File: src/pkg/err_hist_pkg.sv
// package: constants, encodings and carriers of the error history stack
package err_hist_pkg;

   // ----------------------------------------------------------------------
   // register map (word index, byte address = 4 * index)
   // ----------------------------------------------------------------------
   localparam logic [7:0] IDX_COUNT   = 8'h00;
   localparam logic [7:0] IDX_SLOT_LO = 8'h01;
   localparam logic [7:0] IDX_SLOT_HI = 8'h08;
   localparam logic [7:0] IDX_SUMMARY = 8'h10;
   localparam logic [7:0] IDX_IRQ_ST  = 8'h11;
   localparam logic [7:0] IDX_IRQ_MSK = 8'h12;
   localparam logic [7:0] IDX_ABORT   = 8'h13;

   localparam int         SLOTS       = 8;
   localparam logic [7:0] COUNT_RST   = 8'h00;
   localparam logic [31:0] SLOT_RST   = 32'h0000_0000;
   localparam logic [31:0] ABORT_NO_DATA = 32'h0800_0024;

   // ----------------------------------------------------------------------
   // record field positions
   // ----------------------------------------------------------------------
   localparam int NUM_MSB = 31;
   localparam int NUM_LSB = 24;
   localparam int CLS_MSB = 23;
   localparam int CLS_LSB = 16;
   localparam int COD_MSB = 15;
   localparam int COD_LSB = 0;

   // error summary bits
   localparam int SUM_GENERAL = 0;
   localparam int SUM_CURRENT = 1;
   localparam int SUM_VOLTAGE = 2;
   localparam int SUM_RESERVED = 6;

   // interrupt status bits
   localparam int IRQ_LOGGED  = 0;
   localparam int IRQ_ABORT   = 1;

   // ----------------------------------------------------------------------
   // error numbers
   // ----------------------------------------------------------------------
   typedef enum logic [7:0] {
      EN_WATCHDOG      = 8'h00,
      EN_SUPPLY_OVER   = 8'h01,
      EN_OUT_CURRENT   = 8'h02,
      EN_SUPPLY_UNDER  = 8'h03,
      EN_FIELDBUS      = 8'h04,
      EN_GUARD_LATE    = 8'h06,
      EN_SENSOR1       = 8'h07,
      EN_SENSOR2       = 8'h08,
      EN_SENSOR3       = 8'h09,
      EN_LIMIT_POS     = 8'h0A,
      EN_LIMIT_NEG     = 8'h0B,
      EN_OVERTEMP      = 8'h0C,
      EN_FOLLOW_ERR    = 8'h0D,
      EN_NVM_FULL      = 8'h0E,
      EN_MOTOR_BLOCKED = 8'h0F,
      EN_NVM_DAMAGED   = 8'h10,
      EN_PDO_LATE      = 8'h11,
      EN_SENSOR_N      = 8'h12,
      EN_PDO_LEN       = 8'h13,
      EN_PDO_OVERFLOW  = 8'h14,
      EN_NVM_RESTART   = 8'h15,
      EN_RATED_UNSET   = 8'h16,
      EN_ENCODER_CFG   = 8'h17,
      EN_MOTOR_CURRENT = 8'h18,
      EN_INTERNAL      = 8'h19,
      EN_DOUT_CURRENT  = 8'h1A,
      EN_SYNC_LEN      = 8'h1B,
      EN_SLIP          = 8'h1E,
      EN_REF_FACTOR    = 8'h20,
      EN_BALLAST       = 8'h28,
      EN_INTERLOCK     = 8'h2E
   } err_num_t;

   // standard error codes, a few of the common ones
   localparam logic [15:0] CODE_GENERAL = 16'h1000;
   localparam logic [15:0] CODE_CURRENT = 16'h2300;
   localparam logic [15:0] CODE_VOLTAGE = 16'h3100;

   // ----------------------------------------------------------------------
   // carriers
   // ----------------------------------------------------------------------
   typedef struct packed {
      logic [7:0]  num;
      logic [7:0]  cls;
      logic [15:0] code;
   } err_rec_t;

   typedef struct packed {
      logic        valid;
      err_num_t    num;
      logic [15:0] code;
   } err_event_t;

   typedef struct packed {
      logic [7:0]  addr;
      logic [31:0] wdata;
      logic        wr;
      logic        rd;
   } reg_req_t;

endpackage : err_hist_pkg

File: src/rtl/error_history_stack.sv
// module: eight-deep error history stack with count, summary and interrupt
`timescale 1ns/10ps

// Notes on behaviour
// RULE1: each new error goes to slot 1, slots 1 to 7 shift back one.
// RULE2: the record that sat in slot 8 is discarded on push.
// RULE3: reading slot 0 gives the number of errors recorded so far.
// RULE4: with no record held, reading slots 1 to 8 aborts with 08000024h.
// RULE5: writing zero to slot 0 restarts counting, history count becomes zero.
// RULE6: record bits 31 to 24 carry the error number.
// RULE7: record bits 23 to 16 carry the summary byte seen at logging; the code ORs in the category bits of the logged error number.
// RULE8: record bits 15 to 0 carry the 16-bit standard error code.
// RULE9: numbers 0 to 4: watchdog, overvoltage, overcurrent, undervoltage, fieldbus.
// RULE10: sensor faults are numbers 7, 8, 9 and 18 for higher sensors.
// RULE11: limit switches 10 and 11, overtemperature 12, following error 13.
// RULE12: storage full 14, damaged 16, restart warning 21.
// RULE13: blocked motor 15, motor current 24, digital output current 26.
// RULE14: fieldbus-specific errors use numbers 6, 17, 19, 20 and 27.
// RULE15: slip 30, ballast overload 40, interlock 46.
// RULE16: rated current unset 22, encoder setup 23, internal 25, reference 32.
// RULE17: summary bits follow active error categories and clear when gone.
// RULE18: reset clears every slot and the count to zero.
module error_history_stack #(
   parameter int DEPTH = err_hist_pkg::SLOTS
) (
   // clock and reset
   input  wire logic                     i_ref_clk,
   input  wire logic                     i_rst,
   // error source
   input  wire err_hist_pkg::err_event_t i_err,
   input  wire logic [7:0]               i_active_cat,
   // register port
   input  wire err_hist_pkg::reg_req_t   i_req,
   output logic [31:0]                   o_rdata,
   output logic                          o_abort,
   // status
   output logic [7:0]                    o_summary,
   output logic                          o_irq
);

   // ----------------------------------------------------------------------
   // state
   // ----------------------------------------------------------------------
   typedef struct packed {
      err_hist_pkg::err_rec_t [DEPTH-1:0] slot;
      logic [7:0]                         count;
      logic [7:0]                         held;
      logic [7:0]                         summary;
      logic [7:0]                         cat_sync1;
      logic [7:0]                         cat_sync2;
      logic [1:0]                         irq_st;
      logic [1:0]                         irq_msk;
      logic [31:0]                        last_abort;
      logic [31:0]                        rdata;
      logic                               abort;
      logic                               irq;
   } state_t;

   state_t state_r;
   state_t state_nxt;

   // ----------------------------------------------------------------------
   // helpers
   // ----------------------------------------------------------------------
   function automatic logic [7:0] category(input err_hist_pkg::err_num_t n);
      logic [7:0] c;
      c = 8'h00;
      c[err_hist_pkg::SUM_GENERAL] = 1'b1;
      case (n)
         err_hist_pkg::EN_OUT_CURRENT,
         err_hist_pkg::EN_MOTOR_CURRENT,
         err_hist_pkg::EN_DOUT_CURRENT: c[err_hist_pkg::SUM_CURRENT] = 1'b1;
         err_hist_pkg::EN_SUPPLY_OVER,
         err_hist_pkg::EN_SUPPLY_UNDER: c[err_hist_pkg::SUM_VOLTAGE] = 1'b1;
         default: c = c;
      endcase
      return c;
   endfunction : category

   logic [7:0] slot_idx;
   logic       is_slot;
   logic       do_push;
   logic [1:0] irq_set;
   logic [7:0] held_inc;

   always_comb begin
      state_nxt = state_r;
      slot_idx  = i_req.addr - err_hist_pkg::IDX_SLOT_LO;
      is_slot   = (i_req.addr >= err_hist_pkg::IDX_SLOT_LO) &&
                  (i_req.addr <= err_hist_pkg::IDX_SLOT_HI);
      do_push   = i_err.valid;
      irq_set   = 2'b00;
      held_inc  = (state_r.held == 8'(DEPTH)) ? state_r.held : state_r.held + 8'h01;

      // summary mirrors live categories: set while active, cleared once gone
      state_nxt.cat_sync1 = i_active_cat;
      state_nxt.cat_sync2 = state_r.cat_sync1;
      state_nxt.summary   = state_r.cat_sync2;                          // RULE17
      state_nxt.summary[err_hist_pkg::SUM_RESERVED] = 1'b0;

      // ---------------------------------------------------------------- push
      if (do_push) begin
         for (int k = DEPTH - 1; k > 0; k--) begin
            state_nxt.slot[k] = state_r.slot[k-1];                      // RULE1 RULE2
         end
         state_nxt.slot[0].num  = 8'(i_err.num);                         // RULE6 RULE9 RULE10 RULE11 RULE12 RULE13 RULE14 RULE15 RULE16
         state_nxt.slot[0].cls  = state_r.summary | category(i_err.num); // RULE7
         state_nxt.slot[0].code = i_err.code;                            // RULE8
         state_nxt.count = (state_r.count == 8'hFF) ? 8'hFF : state_r.count + 8'h01;
         state_nxt.held  = held_inc;
         irq_set[err_hist_pkg::IRQ_LOGGED] = 1'b1;
      end

      // ---------------------------------------------------------------- read
      state_nxt.rdata = 32'h0000_0000;
      state_nxt.abort = 1'b0;
      if (i_req.rd) begin
         if (i_req.addr == err_hist_pkg::IDX_COUNT) begin
            state_nxt.rdata = {24'h00_0000, state_r.count};             // RULE3
         end else if (is_slot) begin
            if (state_r.held == 8'h00 || slot_idx >= 8'(DEPTH)) begin
               state_nxt.rdata      = err_hist_pkg::ABORT_NO_DATA;      // RULE4
               state_nxt.abort      = 1'b1;
               state_nxt.last_abort = err_hist_pkg::ABORT_NO_DATA;
               irq_set[err_hist_pkg::IRQ_ABORT] = 1'b1;
            end else begin
               state_nxt.rdata = state_r.slot[slot_idx[2:0]];
            end
         end else if (i_req.addr == err_hist_pkg::IDX_SUMMARY) begin
            state_nxt.rdata = {24'h00_0000, state_r.summary};
         end else if (i_req.addr == err_hist_pkg::IDX_IRQ_ST) begin
            state_nxt.rdata = {30'h0, state_r.irq_st};
         end else if (i_req.addr == err_hist_pkg::IDX_IRQ_MSK) begin
            state_nxt.rdata = {30'h0, state_r.irq_msk};
         end else if (i_req.addr == err_hist_pkg::IDX_ABORT) begin
            state_nxt.rdata = state_r.last_abort;
         end
      end

      // ---------------------------------------------------------------- write
      // a push in the same cycle as the clear still counts as one error
      if (i_req.wr) begin
         if (i_req.addr == err_hist_pkg::IDX_COUNT && i_req.wdata == 32'h0) begin
            state_nxt.count = do_push ? 8'h01 : 8'h00;                   // RULE5
            state_nxt.held  = do_push ? 8'h01 : 8'h00;
         end else if (i_req.addr == err_hist_pkg::IDX_IRQ_ST) begin
            state_nxt.irq_st = state_r.irq_st & ~i_req.wdata[1:0];
         end else if (i_req.addr == err_hist_pkg::IDX_IRQ_MSK) begin
            state_nxt.irq_msk = i_req.wdata[1:0];
         end
      end

      // set wins over a clear in the same cycle
      state_nxt.irq_st = state_nxt.irq_st | irq_set;
      state_nxt.irq    = |(state_nxt.irq_st & state_nxt.irq_msk);
   end

   // ----------------------------------------------------------------------
   // registers
   // ----------------------------------------------------------------------
   always_ff @(posedge i_ref_clk or posedge i_rst) begin
      if (i_rst) begin
         state_r            <= '0;                                      // RULE18
         state_r.count      <= err_hist_pkg::COUNT_RST;
      end else begin
         state_r <= state_nxt;
      end
   end

   assign o_rdata   = state_r.rdata;
   assign o_abort   = state_r.abort;
   assign o_summary = state_r.summary;
   assign o_irq     = state_r.irq;

endmodule : error_history_stack
File: config.mk
export PLATFORM = sky130hd
export DESIGN_NAME = error_history_stack
export DESIGN_NICKNAME = d
export VERILOG_FILES = /design/src/pkg/err_hist_pkg.sv /design/src/rtl/error_history_stack.sv
export SDC_FILE = /design/constraint.sdc
export NUM_CORES = 1
export LEC_CHECK = 0
export BUFFER_PORTS_ARGS = -buffer_cell sky130_fd_sc_hd__buf_2
export CORE_MARGIN = 4
export CORE_UTILIZATION = 54
export DETAILED_ROUTE_END_ITERATION = 8
export PLACE_DENSITY = 0.84
export SYNTH_ARGS = -nofsm -noshare
export SYNTH_HDL_FRONTEND = slang
export SYNTH_SLANG_ARGS = --single-unit
File: constraint.sdc
create_clock -name i_ref_clk -period 10.5 [get_ports i_ref_clk]
set_clock_uncertainty 0.1 [all_clocks]
set_input_delay 2.1 -clock i_ref_clk [delete_from_list [all_inputs] [get_ports i_ref_clk]]
set_output_delay 2.1 -clock i_ref_clk [all_outputs]
set_load 0.02 [all_outputs]
==> impl_metrics.yaml, run 1 <==
synthesis:
  synth_seq_cells: 323
  synth_area_per_cell_um2: 14.3
  synth_cell_types: 54
  syn_area_mm2: 0.0145
  ys_seq_area_share_pct: 55.8
  synth-edff-count: 0
  syn_inst: 1011
  synthArstFlopShare_pct: 100
  synth_flop_cell: "dfrtp_1"
  yosys_warnings: 0
layout:
  fin_nets: 1158
  areaGrowthSynthToFinish_pct: 11.1
  seq_area_mm2: 0.00808
  final_cell_mix: "dfrtp_1, mux2_2, buf_2"
  multiInputGateArea_mm2: 0.00578
  layout_commonest_cell: "dfrtp_1"
  drive_gt1_share_pct: 46.8
  utilization_pct: 61.5
  fillers: 1923
min_path:
  hp-class: "reg2reg"
  min_path_cells: 0
floorplan:
  rows: 59
  start_util_pct: 55.3
  die_area_mm2: 0.0295
  die_x_um: 172
  ioPinCount: 119
  die_y_um: 172
  core_mm2: 0.0262
power_and_ir_drop:
  p_per_area_mw_per_mm2: 218
  power.switching_mw: 0.910
  p_int_mw: 2.60
  peakVddDrop_mv: 0.171
  p_seq_share_pct: 49.3
  p_leak_nw: 6.95
  swShare_pct: 26.0
  pwr-share-comb_pct: 17.5
  p_clk_share_pct: 33.2
setup_path:
  cp-end-kind: "flop"
  worstPathArrival_ns: 5.09
  crit_required_ns: 10.78
  cp-start-kind: "input port"
  worstSetupPathType: "in2reg"
  critPathMaxFanout: 55
  reg2reg_depth: 7
global_routing:
  track_usage_pct: 18.4
  grt_pass1_wl_mm: 44.0
  grt_max_degree: 184
  grt_pass1_vias: 8551
  grt_overflow: 0
  antenna_found_initial: 5
routing:
  drt-pass1-iter-count: 5
  drtIter0Drc: 486
  wirelength_mm: 26.3
  drc_errors: 0
  ant_nets: 0
  via_per_inst: 5.66
  wire_per_inst_um: 18.4
  vias: 8121
clocking:
  post_cts_resized: 0
  clockRootBuffer: "clkbuf_16"
  cts.sinks: 323
  cts_tree: "built"
  h-tree-depth: 2
  clk_latency_ns: 0.51
  hold_buffers: 0
  clockBufferDepth: 3
  cts_buffers: 35
  cts.clk_slew.worst_paths_ns: 0.05
  cts_setup_buffers: 0
run_status:
  status: "complete, no violations"
run:
  cap_viol_max_count: 0
timing:
  slew_headroom_pct: 31.8
  tightest_slew_ns: 1.02
  layout_min_cycle_time_ns: 4.81
  setup_viol: 0
  setup_tns_ns: 0
  rsz0062_at_grt: "no"
  fin_crit_sh_pct: 45.8
  drv_slew: 0
  fmax_mhz: 208
  finalHoldViolations: 0
place:
  dp_hpwl_mm: 16.3
  portBuffers: 115
  gp_congestion: 0.869
## logic make-up (layout without fill, tap and decap cells)
logic type / Yosys count / after routing / synth area share, %
flops: 323 / 323 / 55.8
mux: 312 / 312 / 29.0
simple gates: 168 / 168 / 5.68
buf+inv: 113 / 198 / 4.63
compound gates: 80 / 80 / 3.82
fa+ha+maj: 7 / 7 / 0.604
xor+xnor: 7 / 7 / 0.475
other cells: 1 / 5 / 0.0259
## path summary, 6_finish.rpt
path / from / endpoint / slack (ns)
setup / recovery: i_req[34] / o_rdata[2]$_DFF_PP0_ / 5.69
hold reg to reg: state_nxt[86]$_DFF_PP0_ / o_summary[0]$_DFF_PP0_ / 0.25
hold / removal: state_nxt[86]$_DFF_PP0_ / o_summary[0]$_DFF_PP0_ / 0.25
min in group asynchronous: i_rst / state_r[308]$_DFFE_PP0P_ / 1.73
max in group asynchronous: i_rst / state_r[217]$_DFFE_PP0P_ / 7.07
setup reg to reg: state_r[94]$_DFF_PP0_ / o_rdata[25]$_DFF_PP0_ / 7.86
## synthesized netlist by cell type (13+ instances only)
| master | instances | area share (%) |
|---|---|---|
| a21oi_1 | 13 | 0.45 |
| nor2_1 | 28 | 0.73 |
| mux4_2 | 62 | 9.6 |
| nand2_1 | 76 | 2.0 |
| dfrtp_1 | 323 | 56 |
| a21oi_2 | 20 | 1.2 |
| o21ai_0 | 16 | 0.55 |
| inv_1 | 14 | 0.36 |
| nand3_1 | 16 | 0.55 |
| buf_2 | 17 | 0.59 |
| mux2_2 | 246 | 19 |
| clkbuf_1 | 22 | 0.57 |
| buf_4 | 52 | 2.7 |
## critical path, stage by stage
cell and delay (ns):
buf_4 0.49, inv_1 0.20, ha_4 0.41, buf_4 0.72
mux4_2 0.61, nand2_1 0.08, nand2_1 0.09, nor3_1 0.21
o21ai_0 0.14
## registers in the layout, indices dropped and copies added (netlist names)
signal     count
state_nxt     14
o_summary      7
state_r      269
o_rdata       31
o_irq          1
o_abort        1
## layout make-up
| cell class | count | area share (%) |
|---|---|---|
| multi-input combinational | 576 | 35.9 |
| clock buffer | 52 | 6.28 |
| sequential | 323 | 50.2 |
| antenna | 3 | 0.0466 |
| clock inverter | 8 | 0.544 |
| inverter | 14 | 0.349 |
| tap | 335 | 2.60 |
| timing repair buffer | 124 | 4.15 |
## power groups by stage
stage                     logic, mW  clock network, mW  registers (mW)
after CTS                     0.621               1.20            1.72
after global routing          0.676               1.25            1.77
final                         0.612               1.17            1.73
after global placement        0.588                  0            1.72
after floorplan               0.523                  0            1.68
after detailed placement      0.616                  0            1.74
## stage by stage
step / instance area [µm²] / hold WS (ns) / setup slack [ns] / std cells / total power, mW
final: 16100 / 0.246 / 5.69 / 1435 / 3.51
after CTS: 16100 / 0.246 / 5.59 / 1432 / 3.54
after floorplan: 14500 / 0.231 / 3.99 / 1012 / 2.20
after detailed placement: 15000 / 0.235 / 5.05 / 1372 / 2.36
after global placement: 15000 / 0.234 / 5.08 / 1372 / 2.31
after global routing: 16100 / 0.250 / 5.43 / 1435 / 3.70
## routing by layer
layer,GRT usage (%),vias to the layer above,part of all wire (%),routed length (µm)
met3,3.84,44,4.7,1250
met4,5.67,4,2.1,561
met2,29.9,156,50,13000
met5,0,-,0.087,23
met1,25.4,4178,44,11500
li1,-,3739,-,-
Note: power is estimated with default switching activity, not from simulation.
==> inputs of run 2 (changes only) <==
--- a/config.mk
+++ b/config.mk
@@ -5,6 +5,7 @@
 export SDC_FILE = /design/constraint.sdc
 export NUM_CORES = 1
 export LEC_CHECK = 0
+export ABC_AREA = 1
 export BUFFER_PORTS_ARGS = -buffer_cell sky130_fd_sc_hd__buf_2
 export CORE_MARGIN = 4
 export CORE_UTILIZATION = 54
==> constraint.sdc (replaced) <==
create_clock -name i_ref_clk -period 3.89 [get_ports i_ref_clk]
set_clock_uncertainty 0.1 [all_clocks]
set_input_delay 0.778 -clock i_ref_clk [delete_from_list [all_inputs] [get_ports i_ref_clk]]
set_output_delay 0.778 -clock i_ref_clk [all_outputs]
set_load 0.02 [all_outputs]
==> run 2 against run 1 <==
  * Combinational power increased by 100%
  * Global-route usage rose by 4.0 points
  * Synthesized cell count up 81%
  * Area after synthesis is 2.9% higher
  * Worst setup slack worse by 4.3 ns
  * Count of clock-buffer cells in the layout shrank 3
  * Wire length up 29%
  * Via count rose by 50%
  * Flip-flop and latch count is the same
  * Critical path depth up 3
  * Critical path type unchanged
  * Critical endpoint is now o_irq$_DFF_PP0_
  * Largest cell class unchanged
  * Largest power group unchanged
  * Highest routed layer is now met4
==> impl_metrics.yaml, run 2 <==
power_and_ir_drop:
  p_leak_nw: 8.10
  p_per_area_mw_per_mm2: 521
  total_power_mw: 8.60
  peakVddDrop_mv: 0.367
global_routing:
  grt_pass1_vias: 12100
  antenna_found_initial: 0
  grt_pass1_wl_mm: 57.7
  track_usage_pct: 22.5
  grt_overflow: 0
  grt_max_degree: 144
floorplan:
  rows: 60
  die_area_mm2: 0.0303
  core_mm2: 0.0270
  die_x_um: 174
  start_util_pct: 55.2
  die_y_um: 174
  ioPinCount: 119
layout:
  layout_commonest_cell: "nand2_1"
  regMostFlops: "state_r"
  fillers: 2221
  largest_reg_flops: 269
  multiInputGateArea_mm2: 0.00534
  areaGrowthSynthToFinish_pct: 10.8
  fin_nets: 1940
  seq_area_mm2: 0.00808
  fin_cells: 2219
  drive_gt1_share_pct: 11.8
  utilization_pct: 61.1
  final_cell_mix: "nand2_1, o21ai_0, dfrtp_1"
  n_antenna_cell: 0
clocking:
  post_cts_resized: 0
  cts.sinks: 323
  cts_setup_buffers: 0
  cts.clk_slew.worst_paths_ns: 0.06
  hold_buffers: 0
  clockRootBuffer: "clkbuf_16"
  clockBufferDepth: 3
  clk_latency_ns: 0.51
  cts_buffers: 34
  h-tree-depth: 2
  cts_tree: "built"
synthesis:
  yosysTopAreaCellShare_pct: 54.2
  synth_cell_types: 38
  synth_area_leaders: "dfrtp_1, nand2_1, o21ai_0"
  syn_inst: 1829
  synthTopCellsByCount: "nand2_1, o21ai_0, dfrtp_1"
  post-synth-top-count-cell: "nand2_1"
  synthArstFlopShare_pct: 100
  syn_area_mm2: 0.0149
  synth_top_area_cell: "dfrtp_1"
  ys_seq_area_share_pct: 54.2
  synth_seq_cells: 323
  yosys_warnings: 0
  synth_flop_cell: "dfrtp_1"
  synth-edff-count: 0
  synth_area_per_cell_um2: 8.15
place:
  portBuffers: 115
  dp_hpwl_mm: 20.4
  gp_congestion: 0.821
  place_inst: 2161
setup_path:
  crit_start: "i_req[34]"
  reg2reg_slack_ns: 1.86
  critPathMaxFanout: 77
  worstSetupPathType: "in2reg"
  cp-end-kind: "flop"
  reg2reg_depth: 9
  r2r_start: "state_r[94]$_DFF_PP0_"
  endpoint: "o_irq$_DFF_PP0_"
  rr_endpoint: "o_rdata[9]$_DFF_PP0_"
  worstPathArrival_ns: 2.83
  cp-start-kind: "input port"
  crit_required_ns: 4.24
timing:
  rsz0062_at_grt: "no"
  fmax_mhz: 403
  slew_headroom_pct: 33.3
  setup_viol: 0
  finalHoldViolations: 0
  tightest_slew_ns: 0.998
  fin_crit_sh_pct: 63.8
  layout_min_cycle_time_ns: 2.48
  holdWs_ns: 0.248
  drv_slew: 0
  setup_tns_ns: 0
routing:
  wl_met2_mm: 16.4
  met3_length_mm: 1.89
  vias: 12200
  via_per_inst: 5.48
  wl_met1_mm: 14.4
  drt-pass1-iter-count: 7
  drtIter0Drc: 1167
  highest_layer: "met4"
  wirelength_mm: 33.9
  drc_errors: 0
  ant_nets: 0
  wire_per_inst_um: 15.3
min_path:
  hp-class: "reg2reg"
run:
  cap_viol_max_count: 0
run_status:
  status: "complete, no violations"
## run 2: per-layer routing
layer | GRT usage (%) | vias to the layer above
met5 | 0 | -
met3 | 3.28 | 81
li1 | - | 5845
met2 | 36.8 | 415
met1 | 30.5 | 5811
met4 | 8.97 | 0
## run 2: worst min path at each step
stage                            start                       to  depth (start not counted)
4_1_cts        state_nxt[86]$_DFF_PP0_   o_summary[0]$_DFF_PP0_                          0
6_report       state_nxt[71]$_DFF_PP0_  state_nxt[87]$_DFF_PP0_                          0
2_1_floorplan  state_nxt[86]$_DFF_PP0_   o_summary[0]$_DFF_PP0_                          0
5_1_grt                i_active_cat[7]  state_nxt[77]$_DFF_PP0_                          1
3_5_place_dp   state_nxt[77]$_DFF_PP0_  state_nxt[93]$_DFF_PP0_                          0
3_3_place_gp   state_nxt[87]$_DFF_PP0_   o_summary[1]$_DFF_PP0_                          0
## run 2: area by class of cell
class / instances / share of cell area (%)
clock buffer: 49 / 6.22
clock inverter: 9 / 0.734
inverter: 182 / 4.19
multi-input combinational: 1179 / 32.3
sequential: 323 / 48.9
tap: 341 / 2.58
timing repair buffer: 136 / 5.03
## run 2: logic make-up after synthesis
kind of cell    synth area share (%)
other cells                   0.0251
compound gates                  16.3
simple gates                    18.5
fa+ha+maj                      0.587
flops                           54.2
xor+xnor                       0.352
buf+inv                         10.0
## run 2: per-stage QoR
step                cell area (µm²)  setup slack [ns]
floorplan                     14900             -1.30
global placement              15400             0.922
detailed placement            15400             0.896
CTS                           16500              1.42
global route                  16500              1.19
finish                        16500              1.41
## run 2: critical path, stage by stage
cell and delay, ns:
buf_4 0.14, inv_4 0.05, buf_4 0.60, ha_1 0.28, inv_1 0.05, nor2_1 0.21, nand2_1 0.10, nor3_2 0.24
nand2_1 0.09, o21ai_0 0.14, nand2_1 0.09, nand2_1 0.06
## run 2: where the power goes
part | internal [mW] | leakage, nW | switching (mW)
Sequential | 3.79 | 4.10 | 0.289
Clock | 1.98 | 0.570 | 1.31
Combinational | 0.429 | 3.42 | 0.806
==> inputs of run 3 (changes only) <==
==> constraint.sdc (replaced) <==
create_clock -name i_ref_clk -period 2 [get_ports i_ref_clk]
set_clock_uncertainty 0.1 [all_clocks]
set_input_delay 0.4 -clock i_ref_clk [delete_from_list [all_inputs] [get_ports i_ref_clk]]
set_output_delay 0.4 -clock i_ref_clk [all_outputs]
set_load 0.02 [all_outputs]
==> run 3 against run 2 <==
  * Die area did not move
  * Register-to-register slack got worse by 1.7 ns
  * Worst hold slack got worse by 0.24 ns
  * Via count rose by 2.5%
  * Wire length rose by 2.5%
  * Utilization rose by 2.0 points
  * Count of clock-buffer cells in the layout rose by 2
  * Global-route usage rose by 0.29 points
  * First-iteration DRC count rose by 2.0%
  * Clock power rose by 83%
  * Critical endpoint is now o_rdata[31]$_DFF_PP0_
  * Largest cell class unchanged
  * Largest power group unchanged
  * Highest routed layer unchanged
==> impl_metrics.yaml, run 3 (synthesis gave the netlist of run 2 again) <==
run_status:
  status: "complete, no violations"
floorplan:
  die_y_um: 174
  ioPinCount: 119
  rows: 60
  start_util_pct: 55.2
  die_area_mm2: 0.0303
  core_mm2: 0.0270
  die_x_um: 174
clocking:
  clockBufferDepth: 3
  cts_setup_buffers: 0
  hold_buffers: 18
  cts_buffers: 34
  cts_tree: "built"
  clk_latency_ns: 0.52
  post_cts_resized: 0
  h-tree-depth: 2
  cts.clk_slew.worst_paths_ns: 0.06
  cts.sinks: 323
  clockRootBuffer: "clkbuf_16"
timing:
  fmax_mhz: 532
  rsz0062_at_grt: "no"
  setup_viol: 0
  holdWs_ns: 0.00842
  slew_headroom_pct: 54.4
  layout_min_cycle_time_ns: 1.88
  fin_crit_sh_pct: 94.0
  drv_slew: 0
  finalHoldViolations: 0
  setup_slack_ns: 0.120
  tightest_slew_ns: 0.684
setup_path:
  critPathSlowestCell: "dfrtp_1"
  path_common_cell: "nor2_1"
  path_depth: 10
  cp_cell_sequence: "inv_1, ha_1, nand3_1, nor2_1, nor2_1, nand3_2, clkinv_2, nand2_4, buf_12, nor2_1"
  cp-start-kind: "flop"
  cp-end-kind: "flop"
  slowest_delay_ns: 0.42
  worstSetupPathType: "reg2reg"
  reg2reg_depth: 10
  worst-path-buf-inv: 3
  critPathTopFamily: "simple AND/OR/NAND/NOR gates"
  crit_required_ns: 2.30
  critPathMaxFanout: 15
  worstPathArrival_ns: 2.18
routing:
  vias: 12500
  drc_errors: 0
  ant_nets: 0
  drtIter0Drc: 1190
  highest_layer: "met4"
  drt-pass1-iter-count: 6
  wl_met1_mm: 15.0
  via_per_inst: 5.49
  wirelength_mm: 34.7
  wl_met2_mm: 16.8
  met3_length_mm: 2.07
  wire_per_inst_um: 15.3
layout:
  drive_gt1_share_pct: 13.1
  regMostFlops: "state_r"
  n_antenna_cell: 0
  final_cell_mix: "nand2_1, o21ai_0, dfrtp_1"
  fillers: 2147
  fin_nets: 1988
  fin_cells: 2270
  layout_commonest_cell: "nand2_1"
  areaGrowthSynthToFinish_pct: 14.5
  largest_reg_flops: 269
  utilization_pct: 63.2
power_and_ir_drop:
  p_leak_nw: 8.35
  peakVddDrop_mv: 0.667
  total_power_mw: 16.5
  p_per_area_mw_per_mm2: 968
place:
  place_inst: 2191
  dp_hpwl_mm: 21.7
  preCtsSetupSlack_ns: -0.0498
  portBuffers: 115
  gp_congestion: 0.859
global_routing:
  grt_pass1_wl_mm: 58.7
  antenna_found_initial: 0
  grt_max_degree: 121
  grt_pass1_vias: 12200
  grt_overflow: 0
  track_usage_pct: 22.7
min_path:
  min_path_cells: 3
  hp-class: "in2reg"
run:
  cap_viol_max_count: 0
==> run 3: cell types whose count changed in the layout (fill, tap and decap cells not counted), sizes merged <==
| cell | change |
|---|---|
| buf | +30 |
| bufinv | -2 |
| inv | +2 |
| clkinvlp | +1 |
| clkbuf | +2 |
| dlygate4sd3 | +18 |
==> run 3: worst paths after layout <==
check,startpoint,end,slack (ns)
min,i_err[8],state_r[118]$_DFFE_PP0P_,0.008
max,state_r[94]$_DFF_PP0_,o_rdata[31]$_DFF_PP0_,0.12
max in group asynchronous,i_rst,state_r[68]$_DFF_PP0_,0.67
min in group asynchronous,i_rst,state_r[364]$_DFFE_PP0P_,0.45
max reg2reg,state_r[94]$_DFF_PP0_,o_rdata[31]$_DFF_PP0_,0.12
min reg2reg,state_nxt[74]$_DFF_PP0_,state_nxt[90]$_DFF_PP0_,0.25
==> run 3: per-stage QoR <==
step | TNS, ns | instance area (µm²)
after global placement | -0.00582 | 15800
after CTS | 0 | 17100
after floorplan | -907.23 | 15000
after global routing | 0 | 17100
after detailed placement | -0.0846 | 15800
final | 0 | 17100
==> run 3: metal layers <==
| metal | track usage [%] | vias to the layer above |
|---|---|---|
| met5 | 0 | - |
| met4 | 6.57 | 0 |
| met3 | 3.09 | 75 |
| met2 | 38.0 | 457 |
| met1 | 31.4 | 5975 |
| li1 | - | 5952 |
==> run 3: area by class of cell <==
| class | count | area, µm² | share of cell area, % |
|---|---|---|---|
| flip-flops and latches | 323 | 8080 | 47.3 |
| multi-input cells | 1179 | 5360 | 31.4 |
| repair buffers | 184 | 1440 | 8.42 |
| clock buffers | 51 | 995 | 5.83 |
| inverters | 182 | 703 | 4.12 |
| well taps | 341 | 427 | 2.50 |
| clock inverters | 10 | 71.3 | 0.418 |
==> run 3: worst reg2reg max path: cells and delay by family, from the launching register on <==
family | cells | cell delay (ns)
adders and majority gates | 1 | 0.20
and+or+nand+nor | 6 | 0.65
buffers and inverters | 3 | 0.40
DFF | 1 | 0.42
==> run 3: report_power, final <==
| group | leakage, nW | internal (mW) | switching, mW |
|---|---|---|---|
| Combinational | 3.72 | 0.946 | 1.61 |
| Clock | 0.527 | 3.46 | 2.55 |
| Sequential | 4.10 | 7.38 | 0.582 |
